--- src/hdl/sfpe_defs.svh ---
`ifndef SFPE_DEFS_SVH
`define SFPE_DEFS_SVH

// opcodes
`define SFPE_OPC_PROG_A   8'h32
`define SFPE_OPC_PROG_B   8'h38
`define SFPE_OPC_SECT_A   8'hd7
`define SFPE_OPC_SECT_B   8'h20
`define SFPE_OPC_BLK32    8'h52
`define SFPE_OPC_BLK64    8'hd8
`define SFPE_OPC_CHIP_A   8'hc7
`define SFPE_OPC_CHIP_B   8'h60
`define SFPE_OPC_WRITE_ENABLE_CMD     8'h06
`define SFPE_OPC_WRITE_DISABLE_CMD     8'h04
`define SFPE_OPC_STATUS_READ_CMD     8'h05
`define SFPE_OPC_STATUS_WRITE_CMD     8'h01
`define SFPE_OPC_FUNCTION_REG_READ_CMD     8'h48
`define SFPE_OPC_FUNCTION_REG_WRITE_CMD     8'h42
`define SFPE_OPC_QPI_IN   8'h35
`define SFPE_OPC_QPI_OUT  8'hf5

// status register fields
`define SFPE_SR_WIP       0
`define SFPE_SR_WEL       1
`define SFPE_SR_BP_LO     2
`define SFPE_SR_BP_HI     5
`define SFPE_SR_QE        6
`define SFPE_SR_STATUS_WRITE_PROTECT_BIT      7
`define SFPE_SR_RST       8'h00

// function register fields
`define SFPE_FR_TBS       1
`define SFPE_FR_OTP_MASK  8'hf2
`define SFPE_FR_RST       8'h00

// array geometry
`define SFPE_BLOCKS       8'h80

// timing
`define SFPE_CLK_NS       5
`define SFPE_T_REGWR_NS   1000
`define SFPE_REGWR_CYC    ((`SFPE_T_REGWR_NS + `SFPE_CLK_NS - 1) / `SFPE_CLK_NS)

`endif

--- src/hdl/sfpe_pkg.sv ---
package sfpe_pkg;

  typedef enum logic [5:0] {
    ST_OPC  = 6'b000001,
    ST_ADDR = 6'b000010,
    ST_DATA = 6'b000100,
    ST_OUT  = 6'b001000,
    ST_DONE = 6'b010000,
    ST_IGN  = 6'b100000
  } sfpe_state_t;

  typedef enum logic [3:0] {
    CMD_NONE, CMD_PROG, CMD_SECT, CMD_BLK32, CMD_BLK64, CMD_CHIP, CMD_WRITE_ENABLE_CMD,
    CMD_WRITE_DISABLE_CMD, CMD_STATUS_READ_CMD, CMD_FUNCTION_REG_READ_CMD, CMD_STATUS_WRITE_CMD, CMD_FUNCTION_REG_WRITE_CMD, CMD_QIN, CMD_QOUT
  } sfpe_cmd_t;

  typedef enum logic [2:0] {
    OP_PROG, OP_SECT, OP_BLK32, OP_BLK64, OP_CHIP
  } sfpe_op_t;

endpackage : sfpe_pkg

--- src/hdl/sfpe_ctrl.sv ---
// Operation
// - opcodes 32h and 38h start a quad page program of up to 256 bytes.
// - a program aimed at a protected page is dropped, array untouched.
// - opcode on one line outside quad mode, then three address bytes and data bytes on four lines.
// - program starts only at chip select rise after a complete sequence.
// - while busy, every command but status read is ignored.
// - busy flag reads one while an operation runs, zero after.
// - beyond 256 bytes the column wraps; only the last 256 are kept.
// - start anywhere in a page, wrap to its start, unsent bytes unchanged.
// - program only clears bits; erase returns the region to all ones.
// - D7h or 20h with three address bytes erases one 4 Kbyte sector.
// - 52h erases 32 Kbyte, D8h 64 Kbyte, each after three address bytes.
// - C7h or 60h with no address erases the whole array, only while protect level is zero.
// - write enable latch clears when any write-type operation completes.
// - write enable latch is clear after power-up.
// - opcode 06h sets the write enable latch.
// - opcode 04h clears the write enable latch.
// - opcode 05h returns the status register including the busy flag.
// - opcode 01h writes protect level, status write protect and quad enable.
// - opcode 48h returns the function register.
// - opcode 42h sets top/bottom select and info row lock bits.
// - top/bottom select and lock bits, once one, never return to zero.
// - after quad mode entry every command uses four lines until exit.
`timescale 1ns/1ps
`include "sfpe_defs.svh"
module sfpe_ctrl
  import sfpe_pkg::*;
(
  input  wire logic        clk_i,          // 200 MHz core clock
  input  wire logic        srst_i,         // sync reset, high
  input  wire logic        sck_i,          // serial clock pin
  input  wire logic        cs_n_i,         // chip select pin, low active
  input  wire logic [3:0]  io_i,           // data pins in
  output logic      [3:0]  io_o,           // data pins out
  output logic      [3:0]  io_oe_o,        // data pin drive enables
  output logic             eng_start_o,    // one-cycle launch pulse
  output sfpe_op_t         eng_op_o,       // operation kind
  output logic      [23:0] eng_addr_o,     // target address
  input  wire logic [7:0]  eng_rd_addr_i,  // page buffer read column
  output logic      [7:0]  eng_rd_data_o,  // page byte, ff when unsent
  input  wire logic        eng_done_i,     // engine finished pulse
  output logic      [7:0]  status_o,       // status register view
  output logic      [7:0]  function_o,     // function register view
  output logic             quad_mode_o     // four-line command mode
);

  localparam logic [7:0] REGWR_CYC = 8'(`SFPE_REGWR_CYC);

  sfpe_state_t st_r;
  sfpe_cmd_t   cmd_r;
  sfpe_cmd_t   dec_cmd;
  sfpe_cmd_t   opc_cmd;
  sfpe_op_t    op_r;
  logic [1:0]  sck_s_r;
  logic [1:0]  cs_s_r;
  logic [3:0]  io_s1_r;
  logic [3:0]  io_s2_r;
  logic        sck_d_r;
  logic        cs_d_r;
  logic [7:0]  sh_r;
  logic [3:0]  bit_r;
  logic [1:0]  abyte_r;
  logic [23:0] addr_r;
  logic [7:0]  col_r;
  logic        have_data_r;
  logic [7:0]  data_r;
  logic [7:0]  out_r;
  logic [5:0]  sr_r;
  logic [7:0]  fr_r;
  logic        wel_r;
  logic        wip_r;
  logic        eng_run_r;
  logic [7:0]  tmr_r;
  logic        start_r;
  logic        quad_r;

  ////////////////////////////////////////////////////////////////////////////
  // pin synchronisers; the link clock is sampled, not used as a clock

  always_ff @(posedge clk_i) begin
    if (srst_i) begin
      sck_s_r <= 2'b00;
      cs_s_r  <= 2'b11;
      sck_d_r <= 1'b0;
      cs_d_r  <= 1'b1;
    end else begin
      sck_s_r <= {sck_s_r[0], sck_i};
      cs_s_r  <= {cs_s_r[0], cs_n_i};
      sck_d_r <= sck_s_r[1];
      cs_d_r  <= cs_s_r[1];
    end
  end

  // data pins take the same two stages, so they stay aligned with the clock
  always_ff @(posedge clk_i) begin
    io_s1_r <= io_i;
    io_s2_r <= io_s1_r;
  end

  wire sel      = ~cs_s_r[1];
  wire sck_rise = sck_s_r[1] & ~sck_d_r & sel;
  wire cs_rise  = cs_s_r[1] & ~cs_d_r;

  ////////////////////////////////////////////////////////////////////////////
  // shifter: one line per edge, or four for quad mode and quad program

  wire       wide     = quad_r | (cmd_r == CMD_PROG);
  wire [7:0] sh_nxt   = wide ? {sh_r[3:0], io_s2_r} : {sh_r[6:0], io_s2_r[0]};
  wire [3:0] bit_nxt  = bit_r + (wide ? 4'h4 : 4'h1);
  wire       byte_end = sck_rise & (bit_nxt == 4'h8);
  wire       opc_end  = byte_end & (st_r == ST_OPC);

  always_ff @(posedge clk_i) begin
    if (srst_i || !sel) begin
      bit_r <= 4'h0;
    end else if (sck_rise) begin
      bit_r <= byte_end ? 4'h0 : bit_nxt;
    end
  end

  always_ff @(posedge clk_i) begin
    if (srst_i) begin
      sh_r <= 8'h00;
    end else if (sck_rise) begin
      sh_r <= sh_nxt;
    end
  end

  ////////////////////////////////////////////////////////////////////////////
  // opcode decode

  assign dec_cmd =
    (sh_nxt == `SFPE_OPC_PROG_A || sh_nxt == `SFPE_OPC_PROG_B) ? CMD_PROG  :
    (sh_nxt == `SFPE_OPC_SECT_A || sh_nxt == `SFPE_OPC_SECT_B) ? CMD_SECT  :
    (sh_nxt == `SFPE_OPC_BLK32)                                ? CMD_BLK32 :
    (sh_nxt == `SFPE_OPC_BLK64)                                ? CMD_BLK64 :
    (sh_nxt == `SFPE_OPC_CHIP_A || sh_nxt == `SFPE_OPC_CHIP_B) ? CMD_CHIP  :
    (sh_nxt == `SFPE_OPC_WRITE_ENABLE_CMD)                                 ? CMD_WRITE_ENABLE_CMD  :
    (sh_nxt == `SFPE_OPC_WRITE_DISABLE_CMD)                                 ? CMD_WRITE_DISABLE_CMD  :
    (sh_nxt == `SFPE_OPC_STATUS_READ_CMD)                                 ? CMD_STATUS_READ_CMD  :
    (sh_nxt == `SFPE_OPC_FUNCTION_REG_READ_CMD)                                 ? CMD_FUNCTION_REG_READ_CMD  :
    (sh_nxt == `SFPE_OPC_STATUS_WRITE_CMD)                                 ? CMD_STATUS_WRITE_CMD  :
    (sh_nxt == `SFPE_OPC_FUNCTION_REG_WRITE_CMD)                                 ? CMD_FUNCTION_REG_WRITE_CMD  :
    (sh_nxt == `SFPE_OPC_QPI_IN)                               ? CMD_QIN   :
    (sh_nxt == `SFPE_OPC_QPI_OUT)                              ? CMD_QOUT  : CMD_NONE;

  // a busy device hears nothing but the status read
  assign opc_cmd = (wip_r && dec_cmd != CMD_STATUS_READ_CMD) ? CMD_NONE : dec_cmd;

  wire is_erase_addr = (cmd_r == CMD_SECT) | (cmd_r == CMD_BLK32) | (cmd_r == CMD_BLK64);

  wire [5:0] opc_st =
    (opc_cmd == CMD_PROG || opc_cmd == CMD_SECT ||
     opc_cmd == CMD_BLK32 || opc_cmd == CMD_BLK64)  ? ST_ADDR :
    (opc_cmd == CMD_STATUS_READ_CMD || opc_cmd == CMD_FUNCTION_REG_READ_CMD)    ? ST_OUT  :
    (opc_cmd == CMD_STATUS_WRITE_CMD || opc_cmd == CMD_FUNCTION_REG_WRITE_CMD)    ? ST_DATA :
    (opc_cmd == CMD_NONE)                           ? ST_IGN  : ST_DONE;

  ////////////////////////////////////////////////////////////////////////////
  // command sequencer; frame state restarts whenever chip select is high

  always_ff @(posedge clk_i) begin
    if (srst_i || !sel) begin
      st_r  <= ST_OPC;
      cmd_r <= CMD_NONE;
    end else if (byte_end) begin
      unique case (st_r)
        ST_OPC: begin
          st_r  <= sfpe_state_t'(opc_st);
          cmd_r <= opc_cmd;
        end
        ST_ADDR: begin
          if (abyte_r == 2'd2) begin
            st_r <= (cmd_r == CMD_PROG) ? ST_DATA : ST_DONE;
          end
        end
        ST_DATA: begin
          if (cmd_r != CMD_PROG) begin
            st_r <= ST_DONE;
          end
        end
        ST_OUT:  st_r <= ST_OUT;
        ST_DONE: begin
          st_r  <= ST_IGN;  // surplus clocks spoil the command
          cmd_r <= CMD_NONE;
        end
        ST_IGN:  st_r <= ST_IGN;
      endcase
    end
  end

  // address bytes arrive most significant first
  always_ff @(posedge clk_i) begin
    if (srst_i || !sel) begin
      abyte_r <= 2'd0;
    end else if (byte_end && st_r == ST_ADDR) begin
      abyte_r <= abyte_r + 2'd1;
      addr_r  <= {addr_r[15:0], sh_nxt};
    end
  end

  // page column starts at the sent byte and wraps inside the page
  wire buf_wr = byte_end & (st_r == ST_DATA) & (cmd_r == CMD_PROG);

  always_ff @(posedge clk_i) begin
    if (srst_i || !sel) begin
      have_data_r <= 1'b0;
    end else if (byte_end && st_r == ST_ADDR && abyte_r == 2'd2) begin
      col_r <= sh_nxt;
    end else if (buf_wr) begin
      col_r       <= col_r + 8'h01;
      have_data_r <= 1'b1;
    end
  end

  // register write payload
  always_ff @(posedge clk_i) begin
    if (srst_i) begin
      data_r <= 8'h00;
    end else if (byte_end && st_r == ST_DATA && cmd_r != CMD_PROG) begin
      data_r <= sh_nxt;
    end
  end

  sfpe_page_buf u_buf (
    .clk_i     (clk_i),
    .srst_i    (srst_i),
    .clr_i     (opc_end && opc_cmd == CMD_PROG),
    .wr_en_i   (buf_wr),
    .wr_addr_i (col_r),
    .wr_data_i (sh_nxt),
    .rd_addr_i (eng_rd_addr_i),
    .rd_data_o (eng_rd_data_o)
  );

  ////////////////////////////////////////////////////////////////////////////
  // protected area: level n guards 2^(n-1) 64 Kbyte blocks at top or bottom; levels 8 to 15 guard all 128

  wire [3:0] bp       = sr_r[`SFPE_SR_BP_HI-2:`SFPE_SR_BP_LO-2];  // sr_r holds status bits 7..2
  wire [7:0] prot_cnt = (bp == 4'h0) ? 8'h00 : (bp >= 4'h8) ? `SFPE_BLOCKS : (8'h01 << (bp - 4'h1));
  wire [7:0] blk      = {1'b0, addr_r[22:16]};
  wire       prot_hit = fr_r[`SFPE_FR_TBS] ? (blk < prot_cnt) : (blk >= (`SFPE_BLOCKS - prot_cnt));

  ////////////////////////////////////////////////////////////////////////////
  // execution at chip select rise; the latch is the last gate

  wire done_ok  = (st_r == ST_DONE) & (bit_r == 4'h0);  // a stray bit after the last byte spoils the frame
  wire go_prog  = (cmd_r == CMD_PROG) & (st_r == ST_DATA) & have_data_r & (bit_r == 4'h0)
                & sr_r[`SFPE_SR_QE-2] & ~prot_hit;
  wire go_erase = done_ok & ((is_erase_addr & ~prot_hit) | ((cmd_r == CMD_CHIP) & (bp == 4'h0)));
  wire go_reg   = done_ok & ((cmd_r == CMD_STATUS_WRITE_CMD) | (cmd_r == CMD_FUNCTION_REG_WRITE_CMD));
  wire exec     = cs_rise & ~wip_r & wel_r;
  wire launch   = exec & (go_prog | go_erase);
  wire reg_wr   = exec & go_reg;
  wire finish   = wip_r & ((eng_run_r & eng_done_i) | (tmr_r == 8'h01));

  wire [2:0] op_sel =
    (cmd_r == CMD_PROG)  ? OP_PROG  :
    (cmd_r == CMD_SECT)  ? OP_SECT  :
    (cmd_r == CMD_BLK32) ? OP_BLK32 :
    (cmd_r == CMD_BLK64) ? OP_BLK64 : OP_CHIP;

  // launch pulse toward the self-timed engine; erase fills with ones there
  always_ff @(posedge clk_i) begin
    if (srst_i) begin
      start_r    <= 1'b0;
      op_r       <= OP_PROG;
      eng_addr_o <= 24'h000000;
    end else begin
      start_r <= launch;
      if (launch) begin
        op_r       <= sfpe_op_t'(op_sel);
        eng_addr_o <= addr_r;
      end
    end
  end

  // busy flag and its source; a register write is timed locally
  always_ff @(posedge clk_i) begin
    if (srst_i) begin
      wip_r     <= 1'b0;
      eng_run_r <= 1'b0;
      tmr_r     <= 8'h00;
    end else if (launch || reg_wr) begin
      wip_r     <= 1'b1;
      eng_run_r <= launch;
      tmr_r     <= reg_wr ? REGWR_CYC : 8'h00;
    end else begin
      if (finish) begin
        wip_r     <= 1'b0;
        eng_run_r <= 1'b0;
      end
      if (tmr_r != 8'h00) begin
        tmr_r <= tmr_r - 8'h01;
      end
    end
  end

  // write enable latch: set, clear, and self clear on completion
  always_ff @(posedge clk_i) begin
    if (srst_i) begin
      wel_r <= 1'b0;
    end else if (finish) begin
      wel_r <= 1'b0;
    end else if (cs_rise && done_ok && !wip_r) begin
      if (cmd_r == CMD_WRITE_ENABLE_CMD) begin
        wel_r <= 1'b1;
      end else if (cmd_r == CMD_WRITE_DISABLE_CMD) begin
        wel_r <= 1'b0;
      end
    end
  end

  // status bits 7..2 and function register; lock bits only ever set
  always_ff @(posedge clk_i) begin
    if (srst_i) begin
      sr_r <= 6'(`SFPE_SR_RST >> 2);
      fr_r <= `SFPE_FR_RST;
    end else if (reg_wr && cmd_r == CMD_STATUS_WRITE_CMD) begin
      sr_r <= data_r[7:2];
    end else if (reg_wr && cmd_r == CMD_FUNCTION_REG_WRITE_CMD) begin
      fr_r <= fr_r | (data_r & `SFPE_FR_OTP_MASK);
    end
  end

  // quad command mode entry and exit
  always_ff @(posedge clk_i) begin
    if (srst_i) begin
      quad_r <= 1'b0;
    end else if (cs_rise && done_ok && !wip_r) begin
      if (cmd_r == CMD_QIN) begin
        quad_r <= 1'b1;
      end else if (cmd_r == CMD_QOUT) begin
        quad_r <= 1'b0;
      end
    end
  end

  ////////////////////////////////////////////////////////////////////////////
  // register read-out; bits change just after the rise the host sampled on

  wire [7:0] status_now = {sr_r, wel_r, wip_r};
  wire [7:0] rd_src     = (cmd_r == CMD_FUNCTION_REG_READ_CMD) ? fr_r : status_now;

  // status reloads each byte so polling sees the busy flag fall
  always_ff @(posedge clk_i) begin
    if (srst_i) begin
      out_r <= 8'h00;
    end else if (opc_end) begin
      out_r <= (dec_cmd == CMD_FUNCTION_REG_READ_CMD) ? fr_r : status_now;
    end else if (sck_rise && st_r == ST_OUT) begin
      out_r <= byte_end ? rd_src : (quad_r ? {out_r[3:0], 4'h0} : {out_r[6:0], 1'b0});
    end
  end

  wire drive = sel & (st_r == ST_OUT);

  assign io_o        = quad_r ? out_r[7:4] : {2'b00, out_r[7], 1'b0};
  assign io_oe_o     = drive ? (quad_r ? 4'hf : 4'h2) : 4'h0;
  assign eng_start_o = start_r;
  assign eng_op_o    = op_r;
  assign status_o    = status_now;
  assign function_o  = fr_r;
  assign quad_mode_o = quad_r;

  ////////////////////////////////////////////////////////////////////////////
  // checks

  AST_WEL_RESET: assert property (@(posedge clk_i) srst_i |=> !wel_r && !wip_r)
    else $error("latch or busy set after reset");
  AST_START_AT_CS: assert property (@(posedge clk_i) disable iff (srst_i)
    eng_start_o |-> $past(cs_rise) && $past(cmd_r) != CMD_NONE)
    else $error("engine started without chip select rise");
  AST_START_NEEDS_WEL: assert property (@(posedge clk_i) disable iff (srst_i)
    eng_start_o |-> wel_r && $past(wel_r, 1))
    else $error("engine started with latch clear");
  AST_WIP_UP: assert property (@(posedge clk_i) disable iff (srst_i)
    eng_start_o |-> wip_r ##1 wip_r)
    else $error("busy flag missing while engine runs");
  AST_DONE_CLEARS: assert property (@(posedge clk_i) disable iff (srst_i)
    (wip_r && eng_run_r && eng_done_i) |=> !wip_r && !wel_r && status_o[1:0] == 2'b00)
    else $error("completion did not clear busy and latch");
  AST_BUSY_NO_START: assert property (@(posedge clk_i) disable iff (srst_i)
    $past(wip_r) && wip_r |-> !eng_start_o)
    else $error("new operation while busy");
  AST_WRITE_DISABLE_CMD: assert property (@(posedge clk_i) disable iff (srst_i)
    (cs_rise && done_ok && cmd_r == CMD_WRITE_DISABLE_CMD) |=> !wel_r)
    else $error("disable left latch set");
  AST_WRITE_ENABLE_CMD: assert property (@(posedge clk_i) disable iff (srst_i)
    (cs_rise && done_ok && cmd_r == CMD_WRITE_ENABLE_CMD && !wip_r) |=> wel_r)
    else $error("enable did not set latch");
  AST_OTP: assert property (@(posedge clk_i) disable iff (srst_i)
    (fr_r & `SFPE_FR_OTP_MASK) != 8'h00 |=> ((fr_r & $past(fr_r)) == $past(fr_r)))
    else $error("one-time bit returned to zero");
  AST_PROT: assert property (@(posedge clk_i) disable iff (srst_i)
    (eng_start_o && eng_op_o != OP_CHIP) |-> ##0 !prot_hit)
    else $error("operation launched into protected area");
  AST_REG_BUSY: assert property (@(posedge clk_i) disable iff (srst_i)
    reg_wr |=> wip_r [*8])
    else $error("register write not shown busy");

endmodule : sfpe_ctrl

--- src/hdl/sfpe_page_buf.sv ---
`timescale 1ns/1ps
module sfpe_page_buf
  import sfpe_pkg::*;
(
  input  wire logic       clk_i,      // core clock
  input  wire logic       srst_i,     // sync reset, high
  input  wire logic       clr_i,      // forget all bytes of the page
  input  wire logic       wr_en_i,    // byte write strobe
  input  wire logic [7:0] wr_addr_i,  // byte column
  input  wire logic [7:0] wr_data_i,  // byte value
  input  wire logic [7:0] rd_addr_i,  // engine read column
  output logic      [7:0] rd_data_o   // registered read data
);

  logic [7:0]   mem_r [0:255];
  logic [255:0] vld_r;
  logic [7:0]   rd_r;

  // a later byte to the same column simply overwrites
  always_ff @(posedge clk_i) begin
    if (wr_en_i) begin
      mem_r[wr_addr_i] <= wr_data_i;
    end
  end

  // which columns the host actually sent
  always_ff @(posedge clk_i) begin
    if (srst_i || clr_i) begin
      vld_r <= '0;
    end else if (wr_en_i) begin
      vld_r[wr_addr_i] <= 1'b1;
    end
  end

  // unsent columns read as all ones, so an and-type program leaves them alone
  always_ff @(posedge clk_i) begin
    if (srst_i) begin
      rd_r <= 8'hff;
    end else begin
      rd_r <= vld_r[rd_addr_i] ? mem_r[rd_addr_i] : 8'hff;
    end
  end

  assign rd_data_o = rd_r;

endmodule : sfpe_page_buf

--- config.mk ---
export PLATFORM = sky130hd
export DESIGN_NAME = sfpe_ctrl
export DESIGN_NICKNAME = d
export VERILOG_FILES = /design/src/hdl/sfpe_pkg.sv /design/src/hdl/sfpe_ctrl.sv /design/src/hdl/sfpe_page_buf.sv
export VERILOG_INCLUDE_DIRS = /design/src /design/src/hdl
export SDC_FILE = /design/constraint.sdc
export NUM_CORES = 2
export LEC_CHECK = 0
export BUFFER_PORTS_ARGS = -buffer_cell sky130_fd_sc_hd__buf_4
export CAP_MARGIN = 20
export CORE_ASPECT_RATIO = 0.7
export CORE_UTILIZATION = 30
export DETAILED_ROUTE_END_ITERATION = 12
export GPL_ROUTABILITY_DRIVEN = 0
export PLACE_DENSITY_LB_ADDON = 0.08
export SLEW_MARGIN = 20
export SYNTH_ARGS = -nofsm -noshare
export SYNTH_HDL_FRONTEND = slang
export SYNTH_SLANG_ARGS = --single-unit
--- constraint.sdc ---
create_clock -name clk_i -period 6.6 [get_ports clk_i]
set_input_delay 1.32 -clock clk_i [delete_from_list [all_inputs] [get_ports clk_i]]
set_output_delay 1.32 -clock clk_i [all_outputs]
set_load 0.02 [all_outputs]
Word level (Yosys, flattened, before mapping)
Memories as Yosys holds them, arrays and structs flattened. A register that Yosys moved wholly into a read port is not among the register bits.
Cells that the tools add are included.
Word-level totals
  flip-flop bits (word level): 396
  memory bits (writable): 2048
  bits of input ports: 17
  output and inout bits: 61
  memories kept: 1
Memories
  u_buf.mem_r: words 256, bits a word 8, read ports 1, clocked after Yosys merged registers in 1, wr ports 1, line sfpe_page_buf.sv:15  | logic [7:0] mem_r [0:255];
Cells by class
  add/subtract/negate cells: 6
  $lt $le $gt $ge: 6
  equality and inequality tests: 50
  shift operators: 1
  mux-type cells: 60
  bitwise gates (word level): 42
  reductions and logical operators: 46
Operator list (count)
  256-bit OR: 1
  8-bit 2-to-1 mux: 14
  4-bit 2-to-1 mux: 18
  4-bit equality test, second input constant: 11
  6-bit 2-to-1 mux: 6
  8-bit by 6-bit equality test with 1-bit output, second input constant: 4
  8-bit by 7-bit equality test with 1-bit output, second input constant: 4
  8-bit equality test, second input constant: 4
  6-bit one-hot mux with 5 select lines: 1
  1-bit bitwise AND: 24
  8-bit by 3-bit equality test with 1-bit output, second input constant: 3
  4-bit by 3-bit equality test with 1-bit output, second input constant: 5
  8-bit by 9-bit < comparator with 1-bit output, second input constant: 2
  4-bit by 2-bit equality test with 1-bit output, second input constant: 4
  8-bit by 1-bit equality test with 1-bit output, second input constant: 2
  3-bit 2-to-1 mux: 5
  2-bit AND reduction: 7
  2-bit nonzero test: 7
  1-bit logical AND: 12
  4-bit logical NOT: 3
  1-bit 2-to-1 mux: 12
  1-bit logical OR: 11
  1-bit NOT: 9
  8-bit by 1-bit adder with 8-bit output, second input constant: 1
  31 further kinds: 41

Logic depth before layout (Yosys ltp)
  depth after elaboration: 26
  depth in mapped cells: 17
  mapped depth without buffers: 15

Modules after synthesis
A second synthesis with hierarchy kept.
Unflattened totals
  cell total of the unflattened synthesis: 5367
  area total of the unflattened synthesis: 96645.2 um2
Modules (own cells, without submodules)
  sfpe_page_buf: instances 1, cells an instance 4594, area each 89687.3 um2
  sfpe_ctrl: instances 1, cells an instance 773, area each 6957.9 um2

Worst setup path before layout
No wires, ideal clock.
  path kind: reg-to-reg
  from: register io_s2_r[0]
  to: register u_buf.vld_r[137]
  setup time: 115 ps
  data arrival time: 5450 ps
  required time: 6485 ps
  slack: 1036 ps
  cell stages (with the launch flop): 13
  cells stage by stage: dfxtp_1 -> clkbuf_1 -> clkbuf_1 -> nor3_1 -> nand4b_1 -> a21oi_1 -> nor4_1 -> a31oi_1 -> nor2_1 -> a21oi_1 -> clkbuf_1 -> buf_2 -> o21a_1
On the way
  cells in the longest elaborated chain, start to end: 21
  elaborated cells on any way between the ends: 39
  those cells by class: eq/ne (18); mux (15); reduce/logical (6)
RTL lines
  from (decl): line sfpe_ctrl.sv:57  | logic [3:0] io_s2_r;
  from (signal assigned): line sfpe_ctrl.sv:97  | io_s2_r <= io_s1_r;
  8-bit 2-to-1 mux (*): line sfpe_ctrl.sv:108  | wire [7:0] sh_nxt = wide ? {sh_r[3:0], io_s2_r} : {sh_r[6:0], io_s2_r[0]};
  8-bit equality test (no source line)
  4-bit 2-to-1 mux: line sfpe_ctrl.sv:145  | (sh_nxt == `SFPE_OPC_QPI_OUT) ? CMD_QOUT : CMD_NONE;
  4-bit 2-to-1 mux: line sfpe_ctrl.sv:144  | (sh_nxt == `SFPE_OPC_QPI_IN) ? CMD_QIN :
  4-bit 2-to-1 mux: line sfpe_ctrl.sv:143  | (sh_nxt == `SFPE_OPC_FUNCTION_REG_WRITE_CMD) ? CMD_FUNCTION_REG_WRITE_CMD :
  4-bit 2-to-1 mux: line sfpe_ctrl.sv:142  | (sh_nxt == `SFPE_OPC_STATUS_WRITE_CMD) ? CMD_STATUS_WRITE_CMD :
  4-bit 2-to-1 mux: line sfpe_ctrl.sv:141  | (sh_nxt == `SFPE_OPC_FUNCTION_REG_READ_CMD) ? CMD_FUNCTION_REG_READ_CMD :
  4-bit 2-to-1 mux: line sfpe_ctrl.sv:140  | (sh_nxt == `SFPE_OPC_STATUS_READ_CMD) ? CMD_STATUS_READ_CMD :
  [5 not listed]
  4-bit 2-to-1 mux: line sfpe_ctrl.sv:134  | (sh_nxt == `SFPE_OPC_SECT_A || sh_nxt == `SFPE_OPC_SECT_B) ? CMD_SECT :
  4-bit 2-to-1 mux (*): line sfpe_ctrl.sv:133  | (sh_nxt == `SFPE_OPC_PROG_A || sh_nxt == `SFPE_OPC_PROG_B) ? CMD_PROG :
  4-bit inequality test: line sfpe_ctrl.sv:148  | assign opc_cmd = (wip_r && dec_cmd != CMD_STATUS_READ_CMD) ? CMD_NONE : dec_cmd;
  1-bit logical AND: line sfpe_ctrl.sv:148
  4-bit 2-to-1 mux (*): line sfpe_ctrl.sv:148
  4-bit by 1-bit equality test with 1-bit output (*): line sfpe_ctrl.sv:228  | .clr_i (opc_end && opc_cmd == CMD_PROG),
  1-bit logical AND (*): line sfpe_ctrl.sv:228
  1-bit logical OR (*): line sfpe_page_buf.sv:28  | if (srst_i || clr_i) begin
  to (signal assigned): line sfpe_page_buf.sv:29  | vld_r <= '0;
  to (signal, indexed assignment): line sfpe_page_buf.sv:31  | vld_r[wr_addr_i] <= 1'b1;
  to (decl): line sfpe_page_buf.sv:16  | logic [255:0] vld_r;
Every way passes the cells marked *; elsewhere a longest branch is shown, timed or not.
A chain may end at the register's enable or synchronous reset.

Worst setup path after layout
  from: register cmd_r[3]
  to: memory u_buf.mem_r[57][6] (enable)
On the way
  cells in the longest elaborated chain, start to end: 10
RTL lines
  from (decl): line sfpe_ctrl.sv:50  | sfpe_cmd_t cmd_r;
  from (signal assigned): line sfpe_ctrl.sv:170  | cmd_r <= opc_cmd;
  4-bit by 1-bit equality test with 1-bit output (*): line sfpe_ctrl.sv:107, sfpe_ctrl.sv:203
  1-bit OR: line sfpe_ctrl.sv:107  | wire wide = quad_r | (cmd_r == CMD_PROG);
  3-bit 2-to-1 mux: line sfpe_ctrl.sv:109  | wire [3:0] bit_nxt = bit_r + (wide ? 4'h4 : 4'h1);
  4-bit by 3-bit adder with 4-bit output: line sfpe_ctrl.sv:109
  4-bit equality test: line sfpe_ctrl.sv:110  | wire byte_end = sck_rise & (bit_nxt == 4'h8);
  1-bit bitwise AND: line sfpe_ctrl.sv:110
  1-bit bitwise AND: line sfpe_ctrl.sv:203  | wire buf_wr = byte_end & (st_r == ST_DATA) & (cmd_r == CMD_PROG);
  1-bit bitwise AND (*): line sfpe_ctrl.sv:203
  1-bit 2-to-1 mux (*): line sfpe_page_buf.sv:21  | if (wr_en_i) begin
  1-bit 2-to-1 mux (implied by the code) (*): line sfpe_page_buf.sv:22  | mem_r[wr_addr_i] <= wr_data_i;
  to (decl): line sfpe_page_buf.sv:15
Marked as above.

==> results.cfg <==
[power_and_ir_drop]
peakVddDrop_mv = 0.211
powerDensity_nw_per_um2 = 296
switching_share_pct = 21.8
power_frac_seq_pct = 51.2
power_uw = 32500
p_comb_share_pct = 4.4
power.leakage_uw = 0.0351
p_switching_uw = 7110
power.share.clock_pct = 44.5
power.internal_uw = 25400

[setup_path]
cp-start-kind = flip-flop
cp_data_required_time_ns = 7.12
r2r-end = u_buf.mem_r[57][6]$_DFFE_PP_
slowest_stage = nor2_1
reg2regPathDepth = 11
critPathMaxStageDelay_ns = 0.98
arrival_ns = 5.78
critical_path_class = flip-flop to flip-flop
cp-end-kind = flip-flop
crit_fanout = 15
timing.rr.start = cmd_r[3]$_SDFFE_PN0P_
r2r_setup_slack_ns = 1.34
cp_cell_sequence = or4b_4 -> and3_1 -> ha_1 -> xnor2_1 -> a211o_1 -> a21oi_2 -> or4b_1 -> buf_4 -> nor3_2 -> nand2_1 -> nor2_1

[flow_run]
maxCapViolations = 0

[sta]
slew_violations = 0
tightest_slew_ns = 1.18
finalHoldViolCount = 0
period_share_pct = 79.7
fmax_mhz = 190
rsz0062_at_grt = false
setup_ws_ns = 1.34
fin_skew_ns = 0.0357
period_minus_slack_ns = 5.26
slew_headroom_pct = 20.5
tns_ns = 0
finalSetupViolCount = 0

[route]
dr.pass1.iters = 5
wire_per_inst_um = 30.8
num_vias = 49700
wl_um = 298000
drt_iter0_markers = 4948
vias_per_cell = 5.14
route.detailed.drc = 0
ant_nets = 0

[global_route]
grtUsageTotal_pct = 18.4
grt_pass1_wl_um = 414000
antenna_found_initial = 18
grt_pass1_vias = 50200
grt_max_degree = 141
gr-total-overflow = 0

[die]
dieArea_um2 = 319000
io_pins = 78
die_w_um = 674
core_area_um2 = 314000
initial_core_util_pct = 30.2
core.rowCount = 172
fp.dieH_um = 473

[clock_network]
cts_sinks = 2448
clkTransAtPathRegs_ns = 0.07
numCtsBuffers = 249
clock_path_buffers = 4
clk_latency_ns = 0.91
htree_levels = 4
cts_resized = 0
cts_tree = yes
cts_root_buf = clkbuf_16
cts_hold_buf = 0
post_cts_buffers = 0

[yosys]
synth_mux_area_share_pct = 14.3
netlist_top_cells_area = edfxtp_1, mux4_2, dfxtp_1, o21a_1, nor2_1
synth-seq-cells = 2448
post-synth-top-count-cell = edfxtp_1
synthArstFlopShare_pct = 0
synth-edff-count = 2080
synth_top_family_by_area = multiplexers
yosys.area_share.xor_xnor_pct = 0.203
synth_area_um2 = 94900
yosysWarningCount = 0
synth_top_area_share_pct = 65.8
yosysTopAreaCell = edfxtp_1
yosys-top-cells-count = edfxtp_1, mux4_2, dfxtp_1, nor2_1, o21a_1
synth_compound_area_share_pct = 6.27
postSynthCellCount = 5034
synth_simple_gate_area_share_pct = 3.79
syn_area_per_cell_um2 = 18.9
synth.yosys.seq_area_share_pct = 73.6
synthFlopType = edfxtp_1
synth_adder_area_share_pct = 0.303
ys_types = 81

[worst_hold_path]
hp-start = io_s1_r[3]$_DFF_P_
hp-class = flip-flop to flip-flop
hold_depth = 0
min_to = io_s2_r[3]$_DFF_P_

[layout]
drive_gt1_share_pct = 24.7
fillerInstances = 29500
stdcell_area_um2 = 110000
area_growth_pct = 15.8
final_nets = 5317

[placement]
io_buffers = 74
placed_area_um2 = 102000
dp_slack_ns = 0.903
dp_hpwl_um = 185000

[status]
outcome = complete, no violations
==> layer usage <==
| metal | up-vias | track usage (%) | part of all wire [%] |
|---|---|---|---|
| met5 | - | 0 | 0.0057 |
| met4 | 2 | 3.91 | 2.0 |
| met3 | 335 | 3.86 | 6.4 |
| met2 | 1320 | 25.7 | 42 |
| met1 | 26900 | 29.0 | 50 |
| li1 | 21100 | - | - |
==> logic make-up after synthesis <==
logic type,Yosys count
multiplexers,646
buffers and inverters,358
adder cells (fa/ha/maj),23
other,1
flip-flops,2448
AO/OA/AOI/OAI,825
XOR/XNOR,22
AND/OR/NAND/NOR,711
==> critical path: cells and delay by family, from the launching register on <==
kind / cells / cell delay, ns
DFF: 1 / 0.43
adders and majority gates: 1 / 0.21
buffers and inverters: 1 / 0.23
and+or+nand+nor: 6 / 3.30
xor gates and xnor gates: 1 / 0.15
AOI/OAI and AO/OA: 2 / 0.52
==> registers in the layout (all words and copies together), names as in the netlist, 3 cells and up <==
register,flops
function_o,5
bit_r,4
data_r,7
u_buf.mem_r,2048
cmd_r,4
io_s2_r,4
u_buf.rd_data_o,8
u_buf.vld_r,256
st_r,6
sh_r,7
addr_r,24
eng_op_o,3
col_r,8
out_r,8
eng_addr_o,24
io_s1_r,4
tmr_r,8
sr_r,6
==> stage by stage <==
stage	utilization (%)	hold WS, ns	instances
2_1_floorplan	-	0.310	5036
3_3_place_gp	32.3	0.314	9197
3_5_place_dp	32.3	0.315	9201
4_1_cts	35.0	0.320	9663
5_1_grt	35.0	0.332	9665
6_report	35.0	0.327	9667
==> power groups by stage <==
stage / clock [uW] / combinational, uW / sequential [uW]
floorplan: 0 / 839 / 17000
global placement: 0 / 1440 / 17000
detailed placement: 0 / 1450 / 17000
CTS: 14800 / 1450 / 16700
global route: 15400 / 1510 / 16600
finish: 14500 / 1420 / 16700
==> placed cells by master, fill, tap and decap left out, drive strengths merged, types with 23 or more instances in the layout <==
cell type  synthesis  routed
a21oi            125     125
a221oi            70      70
a22o              66      66
a22oi            146     146
buf              131     315
clkbuf           194     343
clkinv             1      82
dfxtp            368     368
edfxtp          2080    2080
ha                23      23
inv               32      36
mux2i             78      78
mux4             565     565
nand2            106     106
nand2b            56      56
nand3             28      28
nor2             345     345
nor2b             24      24
nor3              57      57
o21a             260     260
o21ai             31      31
o22ai             50      50
==> worst max-delay path by stage <==
stage / from / endpoint / slack (ns) / depth (start not counted)
finish: cmd_r[3]$_SDFFE_PN0P_ / u_buf.mem_r[57][6]$_DFFE_PP_ / 1.34 / 11
global route: cmd_r[3]$_SDFFE_PN0P_ / u_buf.mem_r[57][6]$_DFFE_PP_ / 1.05 / 11
CTS: cmd_r[3]$_SDFFE_PN0P_ / u_buf.mem_r[57][6]$_DFFE_PP_ / 1.34 / 11
detailed placement: eng_rd_addr_i[0] / u_buf.rd_data_o[0]$_SDFF_PP1_ / 0.90 / 10
global placement: eng_rd_addr_i[0] / u_buf.rd_data_o[1]$_SDFF_PP1_ / 0.56 / 10
floorplan: io_s2_r[0]$_DFF_P_ / u_buf.vld_r[137]$_SDFFE_PP0P_ / 1.04 / 12
==> area by class of cell <==
| class | instances | area, um^2 | share of cell area [%] |
|---|---|---|---|
| timing repair buffer | 315 | 2720 | 2.48 |
| multi-input combinational | 2230 | 23700 | 21.6 |
| antenna | 3 | 7.51 | 0.00683 |
| inverter | 33 | 176 | 0.161 |
| clock inverter | 119 | 1170 | 1.06 |
| tap | 4176 | 5230 | 4.75 |
| clock buffer | 343 | 7060 | 6.42 |
| sequential | 2448 | 69800 | 63.5 |
Note: power is estimated with default switching activity, not from simulation.
